<file path="src/hw/ivs_pkg.sv">
/*
 Constants for the interrupt vector table select block: vector numbering,
 table base addresses, entry spacing and reset values.
 Assumes a CPU core that fetches handler addresses from program memory.
*/
package ivs_pkg;
   localparam int unsigned REQ_W = 7;
   localparam int unsigned VEC_W = 7;
   localparam int unsigned ADDR_W = 24;
   localparam logic [6:0] NUM_REQ = 7'h37;
   localparam logic [6:0] VEC_OFFSET = 7'h08;
   localparam logic [23:0] DEF_TABLE_BASE = 24'h000004;
   localparam logic [23:0] ALT_TABLE_SPAN = 24'h000100;
   localparam int unsigned ENTRY_SHIFT = 1;
   localparam logic [23:0] RESET_PC = 24'h000000;
   localparam int unsigned SEL_BIT = 15;
   localparam logic [15:0] CTRL_TWO_RESET = 16'h0000;
   localparam logic [6:0] REQ_EXT_ZERO = 7'h00;
   localparam logic [6:0] REQ_CAPTURE_ONE = 7'h01;
   localparam logic [6:0] REQ_DMA_ZERO = 7'h04;
   localparam logic [6:0] REQ_SERIAL_ONE_RX = 7'h0b;
   typedef enum logic [1:0] {
      IVS_IDLE = 2'b00,
      IVS_RESOLVE = 2'b01,
      IVS_PRESENT = 2'b10
   } ivs_state_t;
endpackage

</file>
<file path="src/hw/ivs_top.sv">
/*
 Interrupt vector table select: resolves pending requests by natural order,
 and hands the CPU the vector number and table entry address to fetch.
 Also gives the reset entry point, which bypasses vector fetching.
 Assumes pending/enable/priority filtering happens before irq_pending, and
 that all inputs come from logic on sys_clk.
*/
// Behaviour
// - Select bit set makes every vector come from the alternate table.
// - Alternate table follows the default with identical order and spacing.
// - Reset is not an exception; no vector is fetched for it.
// - Reset clears registers and forces the program counter to zero.
// - External interrupt zero: request 0, vector 8, entries 0x014 and 0x114.
// - Capture one: request 1, vector 9, entries 0x016 and 0x116.
// - DMA channel zero: request 4, vector 12, entry 0x01c.
// - Serial one receive: request 11, vector 19, entries 0x02a and 0x12a.
// - Entries hold 24-bit handler addresses; default table starts at 0x000004.
// - Lower vector positions win when requests are otherwise equal.
`timescale 1ns/1ps
module ivs_top (
   input wire logic sys_clk,
   input wire logic arst_n,
   input wire logic [54:0] irq_pending,
   input wire logic ctrl_two_we,
   input wire logic [15:0] ctrl_two_wdata,
   input wire logic vec_ack,
   output logic [15:0] irq_control_two_q,
   output logic vec_valid_q,
   output logic [6:0] request_number_q,
   output logic [6:0] vector_number_q,
   output logic [23:0] vec_addr_q,
   output logic [23:0] program_counter_q,
   output logic in_reset_q
);
   ivs_pkg::ivs_state_t state_q;
   logic found;
   logic [6:0] win_req;
   logic [6:0] map_vec;
   logic [23:0] map_addr;
   logic alt_table_select;

   assign alt_table_select = irq_control_two_q[ivs_pkg::SEL_BIT];

   // Natural order: scan from the top so the lowest index is left standing
   always_comb begin
      found = 1'b0;
      win_req = 7'h00;
      for (int i = 54; i >= 0; i--) begin
         if (irq_pending[i]) begin
            found = 1'b1;
            win_req = 7'(i);
         end
      end
   end

   ivs_addr_map u_map (
      .request_number(win_req),
      .alt_table_select(alt_table_select),
      .vector_number(map_vec),
      .entry_addr(map_addr)
   );

   // Control register; only the select bit is implemented here
   always_ff @(posedge sys_clk or negedge arst_n) begin
      if (!arst_n) begin
         irq_control_two_q <= ivs_pkg::CTRL_TWO_RESET;
      end else if (ctrl_two_we) begin
         irq_control_two_q <= 16'h0000;
         irq_control_two_q[ivs_pkg::SEL_BIT] <= ctrl_two_wdata[ivs_pkg::SEL_BIT];
      end
   end

   // Reset entry: the program counter starts at zero with no table lookup
   always_ff @(posedge sys_clk or negedge arst_n) begin
      if (!arst_n) begin
         program_counter_q <= ivs_pkg::RESET_PC;
         in_reset_q <= 1'b1;
      end else begin
         in_reset_q <= 1'b0;
         if (state_q == ivs_pkg::IVS_PRESENT && vec_ack) begin
            program_counter_q <= vec_addr_q;
         end
      end
   end

   // Vector presentation: hold the answer stable until the core takes it
   always_ff @(posedge sys_clk or negedge arst_n) begin
      if (!arst_n) begin
         state_q <= ivs_pkg::IVS_IDLE;
         vec_valid_q <= 1'b0;
         request_number_q <= 7'h00;
         vector_number_q <= 7'h00;
         vec_addr_q <= 24'h000000;
      end else begin
         case (state_q)
            ivs_pkg::IVS_IDLE: begin
               // The cycle after reset release is never a vector fetch
               if (!in_reset_q && found) begin
                  state_q <= ivs_pkg::IVS_RESOLVE;
               end
            end
            ivs_pkg::IVS_RESOLVE: begin
               if (found) begin
                  request_number_q <= win_req;
                  vector_number_q <= map_vec;
                  vec_addr_q <= map_addr;
                  vec_valid_q <= 1'b1;
                  state_q <= ivs_pkg::IVS_PRESENT;
               end else begin
                  state_q <= ivs_pkg::IVS_IDLE;
               end
            end
            ivs_pkg::IVS_PRESENT: begin
               if (vec_ack) begin
                  vec_valid_q <= 1'b0;
                  state_q <= ivs_pkg::IVS_IDLE;
               end
            end
            default: begin
               state_q <= ivs_pkg::IVS_IDLE;
               vec_valid_q <= 1'b0;
            end
         endcase
      end
   end

   property p_vec_num;
      @(posedge sys_clk) disable iff (!arst_n)
      $rose(vec_valid_q) |-> vector_number_q == request_number_q + ivs_pkg::VEC_OFFSET;
   endproperty
   a_vec_num: assert property (p_vec_num) else $error("vector number mismatch");

   property p_table_addr;
      @(posedge sys_clk) disable iff (!arst_n)
      $rose(vec_valid_q) |-> vec_addr_q == 24'h000014 + {16'h0000, request_number_q, 1'b0}
         + ($past(irq_control_two_q[ivs_pkg::SEL_BIT]) ? 24'h000100 : 24'h000000);
   endproperty
   a_table_addr: assert property (p_table_addr) else $error("entry address wrong");

   property p_alt_span;
      @(posedge sys_clk) disable iff (!arst_n)
      $rose(vec_valid_q) && $past(irq_control_two_q[ivs_pkg::SEL_BIT]) |-> vec_addr_q[8];
   endproperty
   a_alt_span: assert property (p_alt_span) else $error("alternate table not used");

   property p_dma_chan_zero_irq;
      @(posedge sys_clk) disable iff (!arst_n)
      $rose(vec_valid_q) && request_number_q == 7'h04 && !$past(irq_control_two_q[ivs_pkg::SEL_BIT])
         |-> vector_number_q == 7'h0c && vec_addr_q == 24'h00001c;
   endproperty
   a_dma_chan_zero_irq: assert property (p_dma_chan_zero_irq) else $error("dma zero entry wrong");

   property p_rx1;
      @(posedge sys_clk) disable iff (!arst_n)
      $rose(vec_valid_q) && request_number_q == 7'h0b && $past(irq_control_two_q[ivs_pkg::SEL_BIT])
         |-> vector_number_q == 7'h13 && vec_addr_q == 24'h00012a;
   endproperty
   a_rx1: assert property (p_rx1) else $error("serial rx entry wrong");

   property p_cap1;
      @(posedge sys_clk) disable iff (!arst_n)
      $rose(vec_valid_q) && request_number_q == 7'h01
         |-> vec_addr_q == ($past(irq_control_two_q[ivs_pkg::SEL_BIT]) ? 24'h000116 : 24'h000016);
   endproperty
   a_cap1: assert property (p_cap1) else $error("capture one entry wrong");

   property p_prio;
      @(posedge sys_clk) disable iff (!arst_n)
      state_q == ivs_pkg::IVS_RESOLVE && irq_pending[0] |=> request_number_q == 7'h00 && vec_valid_q;
   endproperty
   a_prio: assert property (p_prio) else $error("lowest request did not win");

   property p_no_fetch_reset;
      @(posedge sys_clk) disable iff (!arst_n)
      in_reset_q |-> !vec_valid_q && program_counter_q == 24'h000000 && !irq_control_two_q[15];
   endproperty
   a_no_fetch_reset: assert property (p_no_fetch_reset) else $error("vector during reset");

   property p_hold;
      @(posedge sys_clk) disable iff (!arst_n)
      vec_valid_q && !vec_ack |=> vec_valid_q && $stable(vec_addr_q);
   endproperty
   a_hold: assert property (p_hold) else $error("vector dropped before ack");

   property p_pc_load;
      @(posedge sys_clk) disable iff (!arst_n)
      vec_valid_q && vec_ack |=> program_counter_q == $past(vec_addr_q) && !vec_valid_q;
   endproperty
   a_pc_load: assert property (p_pc_load) else $error("program counter not loaded");

   // Nothing of lower index may stand pending beside the chosen request
   property p_natural;
      @(posedge sys_clk) disable iff (!arst_n)
      state_q == ivs_pkg::IVS_RESOLVE && found
         |=> ($past(irq_pending) & ((55'h1 << request_number_q) - 55'h1)) == 55'h0;
   endproperty
   a_natural: assert property (p_natural) else $error("a lower request was passed over");

   property p_ctrl_write;
      @(posedge sys_clk) disable iff (!arst_n)
      ctrl_two_we |=> irq_control_two_q[ivs_pkg::SEL_BIT] == $past(ctrl_two_wdata[ivs_pkg::SEL_BIT]);
   endproperty
   a_ctrl_write: assert property (p_ctrl_write) else $error("select bit not stored");

   // Only the select bit is kept; the rest must read back as zero
   property p_ctrl_clear;
      @(posedge sys_clk) disable iff (!arst_n)
      irq_control_two_q[14:0] == 15'h0000;
   endproperty
   a_ctrl_clear: assert property (p_ctrl_clear) else $error("unused control bits set");

   property p_reset_release;
      @(posedge sys_clk) disable iff (!arst_n)
      $fell(in_reset_q) |-> program_counter_q == ivs_pkg::RESET_PC && !vec_valid_q;
   endproperty
   a_reset_release: assert property (p_reset_release) else $error("counter not zero after reset");

   property p_reset_idle;
      @(posedge sys_clk) disable iff (!arst_n)
      in_reset_q |=> state_q == ivs_pkg::IVS_IDLE;
   endproperty
   a_reset_idle: assert property (p_reset_idle) else $error("resolve started during reset");

   c_alt: cover property (@(posedge sys_clk) disable iff (!arst_n) $rose(vec_valid_q) && irq_control_two_q[15]);
   c_def: cover property (@(posedge sys_clk) disable iff (!arst_n) $rose(vec_valid_q) && !irq_control_two_q[15]);
   c_multi: cover property (@(posedge sys_clk) disable iff (!arst_n) $rose(vec_valid_q) && $countones(irq_pending) > 1);
   c_slow_ack: cover property (@(posedge sys_clk) disable iff (!arst_n)
      vec_valid_q && !vec_ack ##1 vec_valid_q && !vec_ack ##1 vec_ack);
endmodule

</file>
<file path="src/hw/ivs_addr_map.sv">
/*
 Combinational map from a request number to its vector number and the
 program-memory location of its entry in either table.
 Assumes request numbers below the implemented source count.
*/
`timescale 1ns/1ps
module ivs_addr_map (
   input wire logic [6:0] request_number,
   input wire logic alt_table_select,
   output logic [6:0] vector_number,
   output logic [23:0] entry_addr
);
   logic [23:0] def_addr;
   always_comb begin
      vector_number = request_number + ivs_pkg::VEC_OFFSET;
      // Each entry is two address units wide
      def_addr = ivs_pkg::DEF_TABLE_BASE + {16'h0000, vector_number, 1'b0};
      // Same layout, whole table shifted above the default one
      entry_addr = alt_table_select ? def_addr + ivs_pkg::ALT_TABLE_SPAN : def_addr;
   end
endmodule

</file>
<file path="config.mk">
export PLATFORM = sky130hd
export DESIGN_NAME = ivs_top
export DESIGN_NICKNAME = d
export VERILOG_FILES = /design/src/hw/ivs_pkg.sv /design/src/hw/ivs_top.sv /design/src/hw/ivs_addr_map.sv
export SDC_FILE = /design/constraint.sdc
export NUM_CORES = 1
export LEC_CHECK = 0
export BUFFER_PORTS_ARGS = -buffer_cell sky130_fd_sc_hd__buf_4
export CELL_PAD_IN_SITES_DETAIL_PLACEMENT = 1
export CELL_PAD_IN_SITES_GLOBAL_PLACEMENT = 1
export CORE_AREA = 2 2 99 101
export DETAILED_ROUTE_END_ITERATION = 16
export DIE_AREA = 0 0 101 103
export GPL_TIMING_DRIVEN = 0
export HOLD_SLACK_MARGIN = 0.03
export PLACE_DENSITY = 0.92
export SLEW_MARGIN = 25
export SYNTH_ARGS = -nofsm -noshare
export SYNTH_HDL_FRONTEND = slang
export SYNTH_HIERARCHICAL = 1
export SYNTH_SLANG_ARGS = --single-unit
</file>
<file path="constraint.sdc">
create_clock -name sys_clk -period 5.3 [get_ports sys_clk]
set_clock_uncertainty 0.2 [all_clocks]
set_input_delay 1.06 -clock sys_clk [delete_from_list [all_inputs] [get_ports sys_clk]]
set_output_delay 1.06 -clock sys_clk [all_outputs]
set_load 0.005 [all_outputs]
</file>
==> qor.txt, run 1 <==
Status = finished, final reports clean
Peak supply drop = 0.156 mV
First-pass GRT wire length = 15400 µm
CP Launch Type = input port
Core ar. = 0.00946 mm²
Cts hold-fix bufs = 0
Crit end category = register
Initial antenna violation count = 0
Cell mode on critical path = ha_1
Initial core utilization = 38.2%
Number of global-route vias before repair = 3188
Final min period = 3840 ps
Met1 GRT Util = 20.7%
Vias = 2991
Multi-input logic area = 0.00172 mm²
Crit-path cells = buf_4 > or4_1 > and4bb_1 > a21oi_1 > nor3_1 > ha_1 > xor2_2 > nor3b_2 > ha_1 > mux2_1
WL per Instance = 15.9 µm
Via density = 4.90
CTS resizes = 0
Layout cells sized above 1 = 43.8%
Final WL = 9690 µm
Number of buffers added on ports = 123
Setup crit start = irq_pending[32]
CP Class = in2reg
EDFF count, synth = 0
Layout area overhead = 38.4%
Fin Setup TNS = 0 ps
GR Util met3 = 4.68%
CP delay by family, top = simple AND/OR/NAND/NOR gates
Post-synthesis sequential area ratio = 45.8%
RSZ-0062 raised after global routing = false
GR Util All Layers = 19.0%
Mean Syn Cell Area = 11.1 µm²
Cell Area, Synth = 0.00361 mm²
Crit-path slowest cell = or4_1
Pre-Repair DR Iteration Count = 4
Cell row count = 36
Busiest layer in global routing = met2
CTS tree = yes
Die height = 103 µm
Clock transition at the registers of the reported paths = 80 ps
Worst r2r src = state_q[0]
Setup Fix Bufs, Post-CTS = 0
FF/Latch Area = 0.00165 mm²
Slew headroom = 44.5%
Total power = 2.03 mW
Die W = 101 µm
Post-Syn Instances = 326
Seq cells post-synth = 66
Asr flop ratio synth = 100%
Clock Root Buffer = clkbuf_8
Routability Congestion = 0.911
Ys Warns = 6
Worst reg2reg setup slack = 3240 ps
Fin crit share = 72.4%
Inserted Diodes = 0
Clock Sinks = 66
Filler cell count = 1078
DR DRC count = 0
Area after DPL = 0.00479 mm²
Final Net Count = 570
Num ports = 155
Largest net degree at the start of global routing = 67
DP Cell Count = 594
Worst Max-Slew Pin Slew = 833 ps
Max Slew Vio Count = 0
Synth cell types = 57
DR iter-0 viols = 79
H-tree depth = 3
Top cells by area, synth = dfrtp_1 (45%), mux2_1 (9.0%), mux2_2 (7.8%), buf_4 (7.3%), nor2_1 (2.7%)
Final hold viol count = 0
Ys flop type = dfrtp_1
HP Class = reg2reg
Antenna viol nets, final = 0
Area share of the largest cell type after synthesis = 45.0%
WP data arrival = 3850 ps
Max FO, Critical Path = 4
Global route overflow = 0
Leakage = 2.42 nW
Hold Startpoint = vector_number_q[0]
Met2 Usage GRT = 36.2%
Power per Cell Area = 405 mW/mm²
Max_cap viols = 0
Final Setup Violations = 0
CP peak stage delay = 580 ps
Die ar. = 0.0104 mm²
Buf/Inv on CP = 1
Layout Cells excl Fill = 610
Worst skew pair latency = 340 ps
Worst EP required = 5320 ps
CTS buffer count = 9
Final instance area = 0.00500 mm²
CTS Buffer Depth = 2
Yosys top cell by area = dfrtp_1
Fmax = 261 MHz
DP HPWL = 7910 µm
-- power by group --
group	internal (mW)	total, mW	switching [mW]	leakage, nW
combinational	0.467	0.763	0.296	1.52
sequential	0.701	0.834	0.134	0.797
clock	0.231	0.428	0.197	0.103
-- registers in the layout, indices dropped and copies added (netlist names) --
name / count
in_reset_q: 1
request_number_q: 6
vec_addr_q: 24
vec_valid_q: 1
program_counter_q: 24
vector_number_q: 7
irq_control_two_q: 1
state_q: 2
-- synth_stat cells, drive strengths merged, types with 4 or more instances --
| cell | count |
|---|---|
| nor2 | 26 |
| buf | 39 |
| nor3 | 9 |
| o21ai | 8 |
| a21oi | 13 |
| dfrtp | 65 |
| mux2 | 58 |
| nand3 | 4 |
| ha | 4 |
| nand2 | 11 |
| nor4 | 11 |
| nand2b | 5 |
| inv | 15 |
-- cell type report --
type / count / area share (%)
buffer: 41 / 6.06
clock buffer: 10 / 2.75
clock inverter: 6 / 1.30
inverter: 15 / 1.13
multi-input combinational: 235 / 34.3
sequential: 66 / 33.1
tap: 114 / 2.86
timing repair buffer: 123 / 18.5
-- metal layers --
metal	vias up	share of wire, %
li1	1434	-
met3	16	5.6
met1	1444	39
met4	0	1.9
met2	97	53
met5	-	0
-- logic make-up after synthesis --
logic type               count (synthesis)  synth area share [%]
flip-flops                              66                  45.8
AND/OR/NAND/NOR                         85                  13.1
buffers and inverters                   56                  9.94
XOR/XNOR                                 6                  1.87
other                                    2                 0.208
adder cells (fa/ha/maj)                  4                  1.39
multiplexers                            58                  18.5
AO/OA/AOI/OAI                           49                  9.25
-- per-stage QoR --
stage	setup WS, ps	hold slack (ps)	util, %
after detailed placement	1110	277	50.7
final	1460	292	52.8
after global routing	1270	316	52.8
after CTS	1470	297	52.8
after global placement	1090	271	50.7
after floorplan	1550	274	-
-- cells in the final DEF (no fill, tap or decap), types with 3 or more instances in the layout --
cell       instances
nand3_1            3
dfrtp_1           65
buf_4            158
nand2b_1           5
a21oi_1           12
nand4_1            3
nand2_1           11
or3_1              3
mux2_2            25
a31oi_1            3
nor4_1             9
nor3_1             8
mux2_1            29
nor2_1            26
a2111oi_0          3
o211ai_1           3
conb_1            33
o21ai_0            7
inv_1             15
xnor2_1            3
ha_1               4
clkbuf_8          10
or4_1              3
nand3b_1           3
mux2_4             4
-- final timing paths --
path                                          to  cells after the start
max                                vec_addr_q[8]                     10
min                           vector_number_q[0]                      1
max reg2reg                program_counter_q[21]                      3
min reg2reg                   vector_number_q[0]                      1
max in group asynchronous  program_counter_q[20]                      1
min in group asynchronous  program_counter_q[14]                      1
Note: power is estimated with default switching activity, not from simulation.
==> inputs of run 2 (changes only) <==
Settings changed: CORE_AREA 2 2 99 101 to 2 2 102 104, DIE_AREA 0 0 101 103 to 0 0 104 106, PLACE_DENSITY 0.92 to 0.87.
Clock period 5.3 ns to 3.77 ns, I/O delays scaled along.
==> run 2 against run 1 <==
  * Register-to-register slack lost 1600 ps
  * Final area rose by 0.65%
  * Flip-flop and latch count is the same
  * Combinational power grew 42%
  * Clock-buffer cell count did not move
  * Sequential share of layout area down 0.21 points
  * Via count up 2.1%
  * Critical path depth stayed put
  * Wire length rose by 1.7%
  * Non-clock buffer count is the same
  * Largest cell class unchanged
  * Highest routed layer unchanged
==> qor.txt, run 2 (synthesized netlist as in run 1, its figures left out) <==
GR Util All Layers = 18.2% (was 19.0%)
Number of buffers added on ports = 123 (unchanged)
Vias = 3055 (was 2991)
Fmax = 281 MHz
Max Slew Vio Count = 0 (unchanged)
WL per Instance = 15.6 µm (was 15.9 µm)
Worst reg2reg setup slack = 1650 ps (was 3240 ps)
Core ar. = 0.0100 mm² (was 0.00946 mm²)
Largest net degree at the start of global routing = 67 (unchanged)
Worst skew pair latency = 340 ps (about the same)
Antenna viol nets, final = 0 (unchanged)
Worst EP required = 3780 ps (was 5320 ps)
Setup ws final = 216 ps (was 1460 ps)
Area after DPL = 0.00482 mm² (was 0.00479 mm²)
Die W = 104 µm (was 101 µm)
CTS buffer count = 9 (unchanged)
Final instance area = 0.00503 mm² (was 0.00500 mm²)
Final min period = 3550 ps
Num ports = 155 (unchanged)
Metal3 WL = 550 µm (was 545 µm)
CP Class = in2reg (unchanged)
Die height = 106 µm (was 103 µm)
H-tree depth = 3 (unchanged)
Worst Max-Slew Pin Slew = 832 ps (was 833 ps)
DR DRC count = 0 (unchanged)
Cell row count = 37 (was 36)
Crit end category = register (unchanged)
Layout Cells excl Fill = 632 (was 610)
Fin crit share = 94.3%
DR iter-0 viols = 90 (was 79)
DP Cell Count = 616 (was 594)
CTS Buffer Depth = 2 (unchanged)
Pre-Repair DR Iteration Count = 4 (unchanged)
Met2 Routed Length = 5340 µm (was 5170 µm)
CP Launch Type = input port (unchanged)
Initial antenna violation count = 0 (unchanged)
Layout cells sized above 1 = 44.0% (was 43.8%)
Final Setup Violations = 0 (unchanged)
Clock transition at the registers of the reported paths = 70 ps (was 80 ps)
Setup Fix Bufs, Post-CTS = 0 (unchanged)
Leakage = 2.42 nW (about the same)
Routability Congestion = 0.885 (was 0.911)
Final Net Count = 570 (unchanged)
Cts hold-fix bufs = 0 (unchanged)
Met1 WL = 3880 µm (was 3780 µm)
CTS tree = yes (unchanged)
Max FO, Critical Path = 6 (was 4)
First-pass GRT wire length = 16000 µm (was 15400 µm)
Layout area overhead = 39.3% (was 38.4%)
DP HPWL = 8070 µm (was 7910 µm)
WP data arrival = 3570 ps (was 3850 ps)
Commonest non-fill, non-tap cell in the layout = buf_4 (unchanged)
Peak supply drop = 0.196 mV (was 0.156 mV)
Fin Setup TNS = 0 ps (unchanged)
Via density = 4.83 (was 4.90)
Most frequent cells in the layout = buf_4 (158), dfrtp_1 (65), conb_1 (33) (unchanged)
Status = finished, final reports clean (unchanged)
RSZ-0062 raised after global routing = false (unchanged)
HP Class = reg2reg (unchanged)
Filler cell count = 1185 (was 1078)
Clock Root Buffer = clkbuf_8 (unchanged)
Inserted Diodes = 0 (unchanged)
Slew headroom = 44.6% (was 44.5%)
Power per Cell Area = 566 mW/mm² (was 405 mW/mm²)
Die ar. = 0.0110 mm² (was 0.0104 mm²)
Global route overflow = 0 (unchanged)
Pre-CTS WS = -180 ps (was 1110 ps)
Util after Layout = 50.3% (was 52.8%)
Max_cap viols = 0 (unchanged)
Number of global-route vias before repair = 3265 (was 3188)
Clock Sinks = 66 (unchanged)
Top layer reached by signal wires = met4 (unchanged)
Initial core utilization = 36.1% (was 38.2%)
Final hold viol count = 0 (unchanged)
Final WL = 9850 µm (was 9690 µm)
Largest regs = program_counter_q: 24 flops, vec_addr_q: 24 flops, vector_number_q: 7 flops (unchanged)
==> run 2: final cells by class <==
type                    instances  area [µm²]  area share, %
plain buffers                  41         303           6.02
clock buffers                  10         138           2.74
clock inverters                 6        65.1           1.29
inverters                      15        56.3           1.12
multi-input cells             235        1720           34.2
flip-flops and latches         66        1650           32.9
well taps                     136         170           3.38
repair buffers                123         923           18.4
==> run 2: report_power, final <==
group | internal [mW] | switching [mW] | total [mW]
combinational | 0.657 | 0.419 | 1.08
sequential | 0.985 | 0.184 | 1.17
clock | 0.325 | 0.277 | 0.602
total | 1.97 | 0.880 | 2.85
==> run 2: worst max-delay path, stage by stage <==
cell and delay, ps:
buf_4 120, or4_1 580, a211o_1 290, a31oi_1 220, o311a_1 350, ha_1 260
xor2_2 220, nor3b_2 230, ha_1 250, mux2_1 290
==> run 2: final timing paths <==
path,cells past startpoint,endpoint,startpoint
min in group asynchronous,1,program_counter_q[14],arst_n
worst min register to register,1,request_number_q[3],request_number_q[3]
max in group asynchronous,1,vec_addr_q[22],arst_n
worst max-delay path,10,vec_addr_q[8],irq_pending[32]
worst min-delay path,1,request_number_q[3],request_number_q[3]
worst max register to register,3,program_counter_q[1],state_q[0]
==> run 2: timing repair <==
item,in CTS,in global routing
resized for setup,0,1
hold endpoints to repair,0,0
endpoints found under the setup margin,0,1
==> run 2: stage by stage <==
stage	hold slack (ps)	total power, mW
6_report	301	2.85
3_5_place_dp	286	2.28
4_1_cts	304	2.90
3_3_place_gp	271	2.20
2_1_floorplan	258	1.62
5_1_grt	320	3.03
==> run 2: routing by layer <==
metal | vias up | track usage (%)
li1 | 1446 | -
met1 | 1513 | 20.4
met2 | 89 | 34.8
met3 | 7 | 5.09
met4 | 0 | 3.47
met5 | - | 0
